===== config.mk =====
export PLATFORM = sky130hd
export DESIGN_NAME = lpom_regs
export DESIGN_NICKNAME = d
export VERILOG_FILES = /design/src/lpom_pkg.sv /design/src/lpom_regs.sv
export VERILOG_INCLUDE_DIRS = /design/src
export SDC_FILE = /design/constraint.sdc
export NUM_CORES = 1
export LEC_CHECK = 0
export ABC_AREA = 1
export BUFFER_PORTS_ARGS = -buffer_cell sky130_fd_sc_hd__buf_2
export CAP_MARGIN = 25
export CORE_ASPECT_RATIO = 0.8
export CORE_MARGIN = 5
export CORE_UTILIZATION = 45
export DETAILED_ROUTE_END_ITERATION = 8
export HOLD_SLACK_MARGIN = 0.03
export SKIP_CTS_REPAIR_TIMING = 1
export SLEW_MARGIN = 20
export SYNTH_ARGS = -nofsm -noshare
export SYNTH_HDL_FRONTEND = slang
export SYNTH_SLANG_ARGS = --single-unit

===== constraint.sdc =====
create_clock -name sys_clk -period 2.05 [get_ports sys_clk]
set_input_delay 0.41 -clock sys_clk [delete_from_list [all_inputs] [get_ports sys_clk]]
set_output_delay 0.41 -clock sys_clk [all_outputs]
set_load 0.01 [all_outputs]

===== src/lpom_params.svh =====
// Purpose: constants of the line/path overhead monitor registers
// Assumes: byte-wide register port, 20 MHz sys_clk
// Notes: offsets are byte addresses on the register port
// Operation
// [RULE1] 20-bit line far-end count, three bytes
// [RULE2] Line count write latches, restarts accumulation
// [RULE3] Master address write latches every counter
// [RULE4] Remote defect bit puts 110 in K2
// [RULE5] Software writes zero to reserved bits
// [RULE6] Corruption bit inverts every B2 byte
// [RULE7] Path status shows live alarm states
// [RULE8] Parity and far-end events set flags
// [RULE9] Alarm toggles set change flags
// [RULE10] Label change sets label flag
// [RULE11] Reading flags clears them and interrupt
// [RULE12] Far-end flag enabled raises interrupt
// [RULE13] Parity flag enabled raises interrupt
// [RULE14] Defect and alarm changes raise interrupt
// [RULE15] Pointer loss change raises interrupt
// [RULE16] Label change raises interrupt when enabled
// [RULE17] Label updates after three identical frames
// [RULE18] Low byte of path parity count
// [RULE19] Path count write latches, keeps events
// [RULE20] Interrupt is OR of enabled flags
// [RULE21] Transmit controls apply at frame boundary
`ifndef LPOM_PARAMS_SVH
`define LPOM_PARAMS_SVH
`define LPOM_A_MASTER 8'h00
`define LPOM_A_LBIP_LO 8'h1a
`define LPOM_A_LFE_LO 8'h1d
`define LPOM_A_LFE_MID 8'h1e
`define LPOM_A_LFE_HI 8'h1f
`define LPOM_A_TXCTL 8'h20
`define LPOM_A_TXDIAG 8'h21
`define LPOM_A_PSTAT 8'h30
`define LPOM_A_PFLAG 8'h31
`define LPOM_A_PEN 8'h33
`define LPOM_A_LABEL 8'h37
`define LPOM_A_PBIP_LO 8'h38
`define LPOM_A_PFEBE_HI 8'h3b
`define LPOM_B_FAR 0
`define LPOM_B_PAR 1
`define LPOM_B_DEF 2
`define LPOM_B_AIS 3
`define LPOM_B_LOP 5
`define LPOM_B_LBL 7
`define LPOM_B_CTL 0
`define LPOM_FLAG_MASK 8'haf
`define LPOM_PSTAT_RW 8'h81
`define LPOM_K2_RDI 3'b110
`define LPOM_LBL_HITS 2'h2
`define LPOM_LATCH_NS 7000
`define LPOM_CLK_NS 50
`define LPOM_LATCH_CYC ((`LPOM_LATCH_NS) / (`LPOM_CLK_NS))
`define LPOM_ZERO8 8'h00
`define LPOM_LFE_MAX 20'hfffff
`define LPOM_PBE_MAX 16'hffff
`endif


===== src/lpom_pkg.sv =====
// Purpose: types of the line/path overhead monitor registers
// Assumes: used with lpom_params.svh
// Notes: whole block state is one packed struct
package lpom_pkg;
  typedef struct packed {
    logic [7:0] addr;
    logic [7:0] wdata;
    logic wr;
    logic rd;
  } lpom_bus_s;

  typedef struct packed {
    logic pointer_loss_state;
    logic ais;
    logic line_remote_defect_insert;
  } lpom_alarm_s;

  typedef struct packed {
    logic [19:0] lfe_acc;
    logic [19:0] lfe_hold;
    logic [15:0] pbe_acc;
    logic [15:0] pbe_hold;
    logic [7:0] tx_ctl;
    logic [7:0] tx_diag;
    logic [7:0] pstat_rw;
    logic [7:0] flags;
    logic [7:0] enables;
    lpom_alarm_s alarm_d;
    logic [7:0] label;
    logic [7:0] cand;
    logic [1:0] hits;
    logic rdi_on;
    logic corrupt_on;
    logic [7:0] k2_out;
    logic [7:0] b2_out;
    logic [7:0] rdata;
    logic load_all;
  } lpom_state_s;
endpackage


===== src/lpom_regs.sv =====
// Purpose: line/path overhead monitor register bank
// Assumes: event inputs are one-cycle pulses on sys_clk
// Notes: counters saturate rather than wrap
//
// The plain strobed port was decided locally.
`timescale 1ns/1ps
`include "lpom_params.svh"
module lpom_regs
  import lpom_pkg::*;
(
  input wire logic sys_clk,
  input wire logic resetn,
  input wire lpom_bus_s bus,
  output logic [7:0] bus_rdata,
  input wire logic line_far_end_err,
  input wire logic path_parity_err,
  input wire logic path_far_end_err,
  input wire lpom_alarm_s path_alarm,
  input wire logic c2_valid,
  input wire logic [7:0] c2_byte,
  input wire logic tx_frame_start,
  input wire logic [7:0] k2_in,
  input wire logic [7:0] b2_in,
  output logic [7:0] k2_out,
  output logic [7:0] b2_out,
  output logic load_meters,
  output logic irq
);

  lpom_state_s st_reg;
  lpom_state_s st_next;
  lpom_alarm_s alarm_chg;
  logic line_poll;
  logic path_poll;
  logic master_wr;
  logic flag_rd;
  logic label_set;
  logic [7:0] flag_set;

  // Line count poll: BIP and far-end addresses
  function automatic logic is_line_addr(input logic [7:0] a);
    is_line_addr = (a >= `LPOM_A_LBIP_LO) && (a <= `LPOM_A_LFE_HI);
  endfunction

  // Path count poll: BIP and far-end addresses
  function automatic logic is_path_addr(input logic [7:0] a);
    is_path_addr = (a >= `LPOM_A_PBIP_LO) && (a <= `LPOM_A_PFEBE_HI);
  endfunction

  function automatic logic [19:0] sat20(input logic [19:0] v, input logic inc);
    sat20 = (inc && v != `LPOM_LFE_MAX) ? v + 20'h1 : v;
  endfunction

  function automatic logic [15:0] sat16(input logic [15:0] v, input logic inc);
    sat16 = (inc && v != `LPOM_PBE_MAX) ? v + 16'h1 : v;
  endfunction

  assign master_wr = bus.wr && bus.addr == `LPOM_A_MASTER;
  assign line_poll = bus.wr && (is_line_addr(bus.addr) || master_wr);
  assign path_poll = bus.wr && (is_path_addr(bus.addr) || master_wr);
  assign flag_rd = bus.rd && bus.addr == `LPOM_A_PFLAG;
  assign alarm_chg = path_alarm ^ st_reg.alarm_d;
  assign label_set = c2_valid && c2_byte != st_reg.label
    && c2_byte == st_reg.cand && st_reg.hits == `LPOM_LBL_HITS;

  always_comb begin
    flag_set = `LPOM_ZERO8;
    flag_set[`LPOM_B_FAR] = path_far_end_err;
    flag_set[`LPOM_B_PAR] = path_parity_err;
    flag_set[`LPOM_B_DEF] = alarm_chg.line_remote_defect_insert;
    flag_set[`LPOM_B_AIS] = alarm_chg.ais;
    flag_set[`LPOM_B_LOP] = alarm_chg.pointer_loss_state;
    flag_set[`LPOM_B_LBL] = label_set;
  end

  always_comb begin
    st_next = st_reg;
    st_next.load_all = master_wr;
    st_next.rdata = `LPOM_ZERO8;
    st_next.alarm_d = path_alarm;

    // [RULE1] line far-end accumulation
    st_next.lfe_acc = sat20(st_reg.lfe_acc, line_far_end_err);
    // [RULE2] [RULE3] latch and restart
    if (line_poll) begin
      st_next.lfe_hold = st_reg.lfe_acc;
      st_next.lfe_acc = {19'h0, line_far_end_err};
    end

    // [RULE18] path parity accumulation
    st_next.pbe_acc = sat16(st_reg.pbe_acc, path_parity_err);
    // [RULE19] coincident event kept
    if (path_poll) begin
      st_next.pbe_hold = st_reg.pbe_acc;
      st_next.pbe_acc = {15'h0, path_parity_err};
    end

    // [RULE8] [RULE9] [RULE10] flag setting
    st_next.flags = st_reg.flags | flag_set;
    // [RULE11] read clears, new events win
    if (flag_rd) begin
      st_next.flags = flag_set;
    end

    // [RULE17] three-frame label filter
    if (c2_valid) begin
      if (c2_byte == st_reg.label) begin
        st_next.hits = 2'h0;
      end else if (c2_byte == st_reg.cand) begin
        if (label_set) begin
          st_next.label = c2_byte;
          st_next.hits = 2'h0;
        end else begin
          st_next.hits = st_reg.hits + 2'h1;
        end
      end else begin
        st_next.cand = c2_byte;
        st_next.hits = 2'h1;
      end
    end

    // [RULE5] TXCTL and enables stored as written; TXDIAG keeps bit 0, PSTAT keeps bits 7 and 0
    if (bus.wr) begin
      case (bus.addr)
        `LPOM_A_TXCTL: begin
          st_next.tx_ctl = bus.wdata;
        end
        `LPOM_A_TXDIAG: begin
          st_next.tx_diag = {7'h0, bus.wdata[`LPOM_B_CTL]};
        end
        `LPOM_A_PSTAT: begin
          st_next.pstat_rw = bus.wdata & `LPOM_PSTAT_RW;
        end
        `LPOM_A_PEN: begin
          st_next.enables = bus.wdata;
        end
        default: begin
        end
      endcase
    end

    if (bus.rd) begin
      case (bus.addr)
        `LPOM_A_LFE_LO: begin
          st_next.rdata = st_reg.lfe_hold[7:0];
        end
        `LPOM_A_LFE_MID: begin
          st_next.rdata = st_reg.lfe_hold[15:8];
        end
        `LPOM_A_LFE_HI: begin
          st_next.rdata = {4'h0, st_reg.lfe_hold[19:16]};
        end
        `LPOM_A_TXCTL: begin
          st_next.rdata = st_reg.tx_ctl;
        end
        `LPOM_A_TXDIAG: begin
          st_next.rdata = st_reg.tx_diag;
        end
        `LPOM_A_PSTAT: begin
          // [RULE7] live alarm states
          st_next.rdata = st_reg.pstat_rw;
          st_next.rdata[`LPOM_B_DEF] = path_alarm.line_remote_defect_insert;
          st_next.rdata[`LPOM_B_AIS] = path_alarm.ais;
          st_next.rdata[`LPOM_B_LOP] = path_alarm.pointer_loss_state;
        end
        `LPOM_A_PFLAG: begin
          st_next.rdata = st_reg.flags;
        end
        `LPOM_A_PEN: begin
          st_next.rdata = st_reg.enables;
        end
        `LPOM_A_LABEL: begin
          st_next.rdata = st_reg.label;
        end
        `LPOM_A_PBIP_LO: begin
          st_next.rdata = st_reg.pbe_hold[7:0];
        end
        default: begin
          st_next.rdata = `LPOM_ZERO8;
        end
      endcase
    end

    // [RULE21] controls sampled only at frame start
    if (tx_frame_start) begin
      st_next.rdi_on = st_reg.tx_ctl[`LPOM_B_CTL];
      st_next.corrupt_on = st_reg.tx_diag[`LPOM_B_CTL];
    end
    // [RULE4] remote defect code in K2 bits 6-8
    st_next.k2_out = k2_in;
    if (st_reg.rdi_on) begin
      st_next.k2_out = {k2_in[7:3], `LPOM_K2_RDI};
    end
    // [RULE6] B2 inversion
    st_next.b2_out = st_reg.corrupt_on ? ~b2_in : b2_in;
  end

  // Alarm history resets to clear so no change flags fire at start
  always_ff @(posedge sys_clk) begin
    if (!resetn) begin
      st_reg <= '0;
    end else begin
      st_reg <= st_next;
    end
  end

  assign bus_rdata = st_reg.rdata;
  assign k2_out = st_reg.k2_out;
  assign b2_out = st_reg.b2_out;
  assign load_meters = st_reg.load_all;
  // [RULE12] [RULE13] [RULE14] [RULE15] [RULE16] [RULE20] interrupt
  assign irq = |(st_reg.flags & st_reg.enables & `LPOM_FLAG_MASK);
endmodule


[After elaboration in Yosys (flattened, before gate mapping)]
Index checks and enable logic that the tools add are counted.
Word-level totals
  input bits: 52
  flip-flop bits (word level): 147
  output and inout bits: 26
  word-level logic and storage cells: 94
Cells by class
  bitwise gates (word level): 7
  reduce and logical (&&, ||, !) cells: 28
  magnitude comparators: 4
  equality and inequality tests: 16
  multiplexer cells: 11
  add/subtract/negate cells: 3
Operators by type and width (count)
  case mux 8 bit (10 select lines): 1
  == test 8 x 6 -> 1 bit, second input constant: 7
  == test 8 x 5 -> 1 bit, second input constant: 3
  two-way mux 21 bit: 1
  adder 20 x 1 -> 20 bit, second input constant: 1
  inequality test 20 bit, second input constant: 1
  two-way mux 17 bit: 1
  adder 16 x 1 -> 16 bit, second input constant: 1
  == test 8 bit: 2
  two-way mux 8 bit: 2
  inequality test 16 bit, second input constant: 1
  logical AND 1 bit: 11
  AND reduction 2 bit: 5
  bitwise AND 8 bit: 1
  >= comparator 8 x 5 -> 1 bit, second input constant: 1
  >= comparator 8 x 6 -> 1 bit, second input constant: 1
  less-or-equal comparator 8 x 5 -> 1 bit, second input constant: 1
  less-or-equal comparator 8 x 6 -> 1 bit, second input constant: 1
  zero test 8 bit: 1
  inequality test 8 bit: 1
  NOT 8 bit: 1
  bitwise OR 8 bit: 1
  OR reduction 2 bit: 4
  two-way mux 2 bit: 3
  other kinds (11): 16

[Longest topological paths before layout]
Gate-level depths: netlist (run 1).
  word-level depth: 7
  mapped depth: 12
  depth with buffers taken out: 12

[Least setup slack after synthesis (run 1)]
OpenSTA, ideal clock, no wires.
  kind: register to register
  from: register st_reg[140] (netlist bit)
  to: register st_reg[141] (netlist bit)
  path buffers: 1
  data arrival time: 1.545 ns
  data required time: 1.934 ns
  cell stages (with the launch flop): 10
  slack: 0.389 ns
  library setup time: 0.116 ns
  period minus slack after synthesis: 1.661 ns
  path through: dfxtp_1 ha_1 nand3_2 nor2_2 nand4_1 nand2_2 inv_2 buf_2 nor2_1 nor2_1
On the way
  longest elaborated chain between the ends: 2
  elaborated cells on any way between the ends: 3
  classes of those cells: 1 x add/sub; 1 x eq/ne; 1 x reduce/logical
Ends and longest elaborated chain
  from (decl): RTL line lpom_regs.sv:30  | lpom_state_s st_reg;
  from (signal assigned): RTL line lpom_regs.sv:203  | st_reg <= st_next;
  parallel branches: the longest is 2 deep, another holds adder 20 x 1 -> 20 bit
Parallel ways; which one is timed is not known.
A chain may end at the register's enable or synchronous reset.

[Final worst setup path (run 1)]
  from: register st_reg[141] (netlist bit)
  to: register st_reg[146] (netlist bit)
Same word-level chain as after synthesis.

==> results of run 1 <==
[worst max path at each step]
stage	start	end	cells after the start
6_report	st_reg[141]$_SDFFE_PP0P_	st_reg[146]$_SDFFE_PP0P_	9
3_3_place_gp	bus[16]	bus_rdata[0]$_SDFF_PN0_	10
3_5_place_dp	bus[16]	bus_rdata[7]$_SDFF_PN0_	8
4_1_cts	st_reg[53]$_SDFFE_PN0P_	irq	5
5_1_grt	st_reg[141]$_SDFFE_PP0P_	st_reg[146]$_SDFFE_PP0P_	9
2_1_floorplan	st_reg[140]$_SDFFE_PN0P_	st_reg[141]$_SDFFE_PP0P_	9
[cells by family after synthesis]
logic type | after synthesis | share of synthesized area [%]
adders and majority gates | 2 | 0.368
and+or+nand+nor | 491 | 31.5
buffers and inverters | 166 | 11.3
xor gates and xnor gates | 31 | 3.99
AOI/OAI and AO/OA | 166 | 12.5
DFF | 137 | 40.3
[Yosys cell counts, types with 3 or more instances]
master	count	area share, %
buf_2	5	0.37
clkbuf_1	9	0.50
o22ai_1	4	0.37
nor2_4	3	0.50
inv_2	12	0.66
nand3_2	3	0.44
nand2_2	6	0.55
xnor2_1	17	2.2
nor3_1	23	1.7
buf_4	31	3.4
nor2_2	7	0.64
inv_1	104	5.7
nor2_1	120	6.6
a21oi_1	88	6.5
nand4_1	16	1.5
nand2_1	241	13
xor2_1	14	1.8
dfxtp_1	137	40
o21ai_0	67	4.9
nand3_1	62	4.6
[power by group through the flow]
stage	registers [W]	logic, W	clock network, W
final	0.00276	0.000418	0.00308
after global routing	0.00276	0.000477	0.00327
after CTS	0.00276	0.000419	0.00314
after detailed placement	0.00282	0.000417	0
after global placement	0.00282	0.000417	0
after floorplan	0.00281	0.000278	0
[worst max-delay path: cells and delay by family (launching register included)]
family | cells | cell delay [ns]
adder cells (fa/ha/maj) | 1 | 0.28
flip-flops | 1 | 0.42
buffers and inverters | 1 | 0.16
AO/OA/AOI/OAI | 1 | 0.11
AND/OR/NAND/NOR | 6 | 0.74
[cell type report]
class                           count  area, um^2
Fill cell                        1499        7040
Multi-Input combinational cell    690        3290
Sequential cell                   137        2740
Timing Repair Buffer              101         578
Clock buffer                       18         439
Inverter                          116         435
Tap cell                          189         236
Clock inverter                     14         151
[layer usage]
metal | up-vias | track usage, % | routed length, um
li1 | 3306 | - | -
met1 | 2864 | 32.8 | 9380
met2 | 229 | 29.5 | 7300
met3 | 31 | 4.68 | 1260
met4 | 0 | 6.00 | 255
met5 | - | 0 | 0
[through the flow]
stage          hold WS (ns)  cell area (um^2)  utilization, %
2_1_floorplan         0.423              6800               -
3_3_place_gp          0.448              7280            48.8
3_5_place_dp          0.454              7280            48.8
4_1_cts               0.143              7870            52.8
5_1_grt               0.147              7870            52.8
6_report              0.159              7870            52.8
==> results.md, run 1 <==
* Synth warn at 0
* F_max at 561 MHz
* Comb pwr share at 6.7%
* Top FF cell, synth: dfxtp_1
* Most common cell after layout, fill and taps aside: nand2_1
* Final setup fails at 0
* CP max stage delay at 0.42 ns
* Max-cap viol count at 0
* Clock Tree Buf Depth at 2
* Hold Vio Cnt, Final at 0
* # IOs at 78
* Total Routing Usage GR at 21.3%
* Worst-Margin Slew at 0.588 ns
* 1st-iter DRT viols at 522
* Post-synthesis cell count at 993
* Reg2reg start: st_reg[141]$_SDFFE_PP0P_
* Area grow syn2layout at 15.7%
* Pint at 0.00463 W
* Critical path startpoint category: flip-flop
* Worst setup margin at 0.268 ns
* RSZ-0062 raised after global routing: no
* Worst EP required at 2.41 ns
* Gr ovfl total at 0
* CTS Buf Count at 17
* Hold Path Origin: k2_in[7]
* Critical path, cell by cell: ha_1, nand3_2, nor2_2, nand4_1, nand2_2, inv_2, nand2_1, nand2_1, a21oi_1
* Row cnt at 40
* Syn Nets at 1047
* Chip Width at 147 um
* Detailed Place HPWL at 13800 um
* # H-tree levels at 4
* CP arrival at 2.14 ns
* Largest net degree at the start of global routing at 40
* Vias in the first global route at 5802
* Yosys reg bits at 137
* Core area at 14900 um^2
* Layout cells sized above 1 at 15.8%
* Critical path type: flip-flop to flip-flop
* Sink Count at 137
* Vias at 6430
* Vias per cell at 5.08
* Leakage at 3.40 nW
* CTS root buf: clkbuf_16
* Clock-pin slew on the worst setup and hold paths at 0.06 ns
* Psw at 0.00162 W
* DIE HEIGHT at 120 um
* Top cell by count, worst path: nand2_1
* Pre-CTS WS at 0.136 ns
* Wirelength, routed at 18200 um
* Hold Crit Class: primary input to flip-flop
* Port buffer count at 77
* Hold EP: k2_out[7]$_SDFF_PN0_
* Synth cell types at 37
* Drt first pass iters at 5
* Post-layout min period at 1.78 ns
* Fraction of registers with async set or reset after synthesis at 0%
* WL/cell at 14.4 um
* Clk Latency, worst-skew pair at 0.43 ns
* Post-DRT Antenna Nets at 0
* Flop2flop setup slack at 0.27 ns
* Maximum vdd drop at 0.589 mV
* CTS tree: done
* Slowest CP cell: dfxtp_1
* Reg2reg path depth at 9
* Number of flops mapped to enable cells by yosys at 0
* Critical Path Fanout Max at 19
* Final Cycle Share at 86.9%
* Outcome: complete, no violations
* Max reg flops at 112
* Clk_skew at 0.00920 ns
* Nets@finish at 1117
* Power Dens Cells at 794 nW/um^2
* Register area share after synthesis at 40.3%
* R2r endpoint: st_reg[146]$_SDFFE_PP0P_
* Endpoint class of the critical path: flip-flop
* Relative slew slack at 60.5%
* Mapped Area at 6800 um^2
* Most frequent cells in the layout: nand2_1, dfxtp_1, nor2_1
* Final Power at 0.00625 W
* Avg Inst Size Synth at 6.85 um^2
* Clock power frac at 49.2%
* Non-filler cells, final at 1265
* First-pass GRT wire length at 30100 um
* Switching share of total power at 25.9%
* Initial antenna violation count at 0
* Die area at 17700 um^2
* Drt drc at 0
* Placer Congestion at 0.947
* Slew Viols, Final at 0
* Antenna fix cells at 0
* DP Cell Count at 1233
* Setup TNS at 0 ns
* Starting density of the core at 45.6%
* Hold Path Depth at 3
* Sequential Power Share at 44.1%
Power figures use the tool's default switching activity.
==> inputs of run 2 (changes only) <==
--- a/config.mk
+++ b/config.mk
@@ -14,6 +14,7 @@
 export CORE_UTILIZATION = 45
 export DETAILED_ROUTE_END_ITERATION = 8
 export HOLD_SLACK_MARGIN = 0.03
+export RECOVER_POWER = 100
 export SKIP_CTS_REPAIR_TIMING = 1
 export SLEW_MARGIN = 20
 export SYNTH_ARGS = -nofsm -noshare
==> run 2 against run 1 <==
Largest power group unchanged. Fmax shrank 2.5%. Highest routed layer unchanged. Non-clock buffer count did not move. First-iteration DRC count is 1.1% lower. Total power down 0.16%. Routed wire length increased by 0.45%. Flip-flop and latch count did not move. Global-route usage did not move. Core utilization is 0.81 points lower. Register-to-register slack got worse by 0.05 ns. Worst hold slack better by 0.0019 ns. Critical path depth up 2. Critical path type unchanged.
==> results.md, run 2 (same netlist as run 1, synthesis figures left out) <==
* CP Buf/Inv Count at 2
* Die area at 17700 um^2
* Slowest CP cell: dfxtp_1
* Wirelength, routed at 18300 um
* Worst EP required at 2.40 ns
* Most common cell after layout, fill and taps aside: nand2_1
* CP arrival at 2.18 ns
* Starting density of the core at 45.6%
* Hold Crit Class: primary input to flip-flop
* Setup TNS at 0 ns
* Hold slack at 0.161 ns
* Flop2flop setup slack at 0.22 ns
* Vias at 6344
* Worst setup margin at 0.222 ns
* Row cnt at 40
* Relative slew slack at 7.06%
* Fillers at 1535
* Final setup fails at 0
* Initial antenna violation count at 0
* Clock-pin slew on the worst setup and hold paths at 0.06 ns
* Drt drc at 0
* Gr ovfl total at 0
* Area of the multi-input gates at 3220 um^2
* Largest net degree at the start of global routing at 40
* Post-layout min period at 1.83 ns
* Placer Congestion at 0.947
* Endpoint class of the critical path: flip-flop
* Critical path, cell by cell: ha_1, nand2_1, inv_1, nand2_1, nor2_1, nand2_1, nand2_1, inv_2, nand3_1, nand2_1, a21oi_1
* Clk_skew at 0.00818 ns
* Core area at 14900 um^2
* R2r endpoint: st_reg[114]$_SDFFE_PP0P_
* WP depth at 11
* Drt first pass iters at 5
* Pre-CTS WS at 0.136 ns
* Vias in the first global route at 5802
* Leakage at 3.26 nW
* Reg2reg start: st_reg[105]$_SDFFE_PP0P_
* CTS tree: done
* CP max stage delay at 0.35 ns
* Hold Path Depth at 3
* Post-DRT Antenna Nets at 0
* Chip Width at 147 um
* # IOs at 78
* 1st-iter DRT viols at 516
* Nets@finish at 1117
* Layout cells sized above 1 at 11.7%
* Critical Path Fanout Max at 13
* Antenna fix cells at 0
* F_max at 547 MHz
* Register Area at 2740 um^2
* Max reg flops at 112
* Sink Count at 137
* # H-tree levels at 4
* RSZ-0062 raised after global routing: no
* Vias per cell at 5.02
* Worst setup path endpoint: st_reg[114]$_SDFFE_PP0P_
* CTS Buf Count at 17
* Total Routing Usage GR at 21.3%
* Area grow syn2layout at 14.0%
* First-pass GRT wire length at 30100 um
* Worst-Margin Slew at 1.39 ns
* DIE HEIGHT at 120 um
* Crit path launch: st_reg[105]$_SDFFE_PP0P_
* Final Cycle Share at 89.2%
* Final Power at 0.00624 W
* CP delay by family, top: simple AND/OR/NAND/NOR gates
* Slew Viols, Final at 0
* Hold Vio Cnt, Final at 0
* Critical path startpoint category: flip-flop
* Max-cap viol count at 0
* Outcome: complete, no violations
* WL/cell at 14.4 um
* Detailed Place HPWL at 13800 um
* Port buffer count at 77
* Clock Tree Buf Depth at 2
* Top cell by count, worst path: nand2_1
* Maximum vdd drop at 0.592 mV
* Most frequent cells in the layout: nand2_1, dfxtp_1, nor2_1
* Clk Latency, worst-skew pair at 0.43 ns
* Critical path type: flip-flop to flip-flop
* Power Dens Cells at 805 nW/um^2
* Reg2reg path depth at 11
* CTS root buf: clkbuf_16
## run 2: where the power goes
part           total [W]  internal (W)  switching, W
sequential       0.00276       0.00272     0.0000356
clock            0.00308       0.00176       0.00132
combinational   0.000404      0.000145      0.000258
total            0.00624       0.00462       0.00162
## run 2: area by class of cell
class                   instances  share of cell area (%)
clock inverters                14                    1.95
well taps                     189                    3.05
multi-input cells             690                    41.6
flip-flops and latches        137                    35.4
inverters                     116                    5.62
clock buffers                  18                    5.66
repair buffers                101                    6.76
## run 2: how the worst min path moves through the flow
stage / from / end
after global routing: k2_in[6] / k2_out[6]$_SDFF_PN0_
after global placement: st_reg[26]$_SDFFE_PN0P_ / k2_out[0]$_SDFF_PP0_
after detailed placement: st_reg[26]$_SDFFE_PN0P_ / k2_out[0]$_SDFF_PP0_
after floorplan: st_reg[26]$_SDFFE_PN0P_ / k2_out[0]$_SDFF_PP0_
after CTS: k2_in[4] / k2_out[4]$_SDFF_PN0_
final: k2_in[7] / k2_out[7]$_SDFF_PN0_
## run 2: metrics by stage
stage	cell area, um^2	cells	util (%)
floorplan	6800	993	-
global placement	7280	1233	48.8
detailed placement	7280	1233	48.8
CTS	7870	1265	52.8
global route	7750	1265	52.0
finish	7750	1265	52.0
## run 2: routing by layer
layer	part of all wire (%)	GRT usage (%)	up-vias
met3	6.3	4.68	22
li1	-	-	3311
met4	1.2	6.00	0
met1	52	32.8	2834
met2	40	29.5	177
met5	0	0	-
## run 2: worst reg2reg max path, stage by stage (launching register included)
cell and delay (ns):
dfxtp_1 0.35, ha_1 0.17, nand2_1 0.07, inv_1 0.09, nand2_1 0.10, nor2_1 0.21, nand2_1 0.08, nand2_1 0.23
inv_2 0.18, nand3_1 0.10, nand2_1 0.05, a21oi_1 0.11
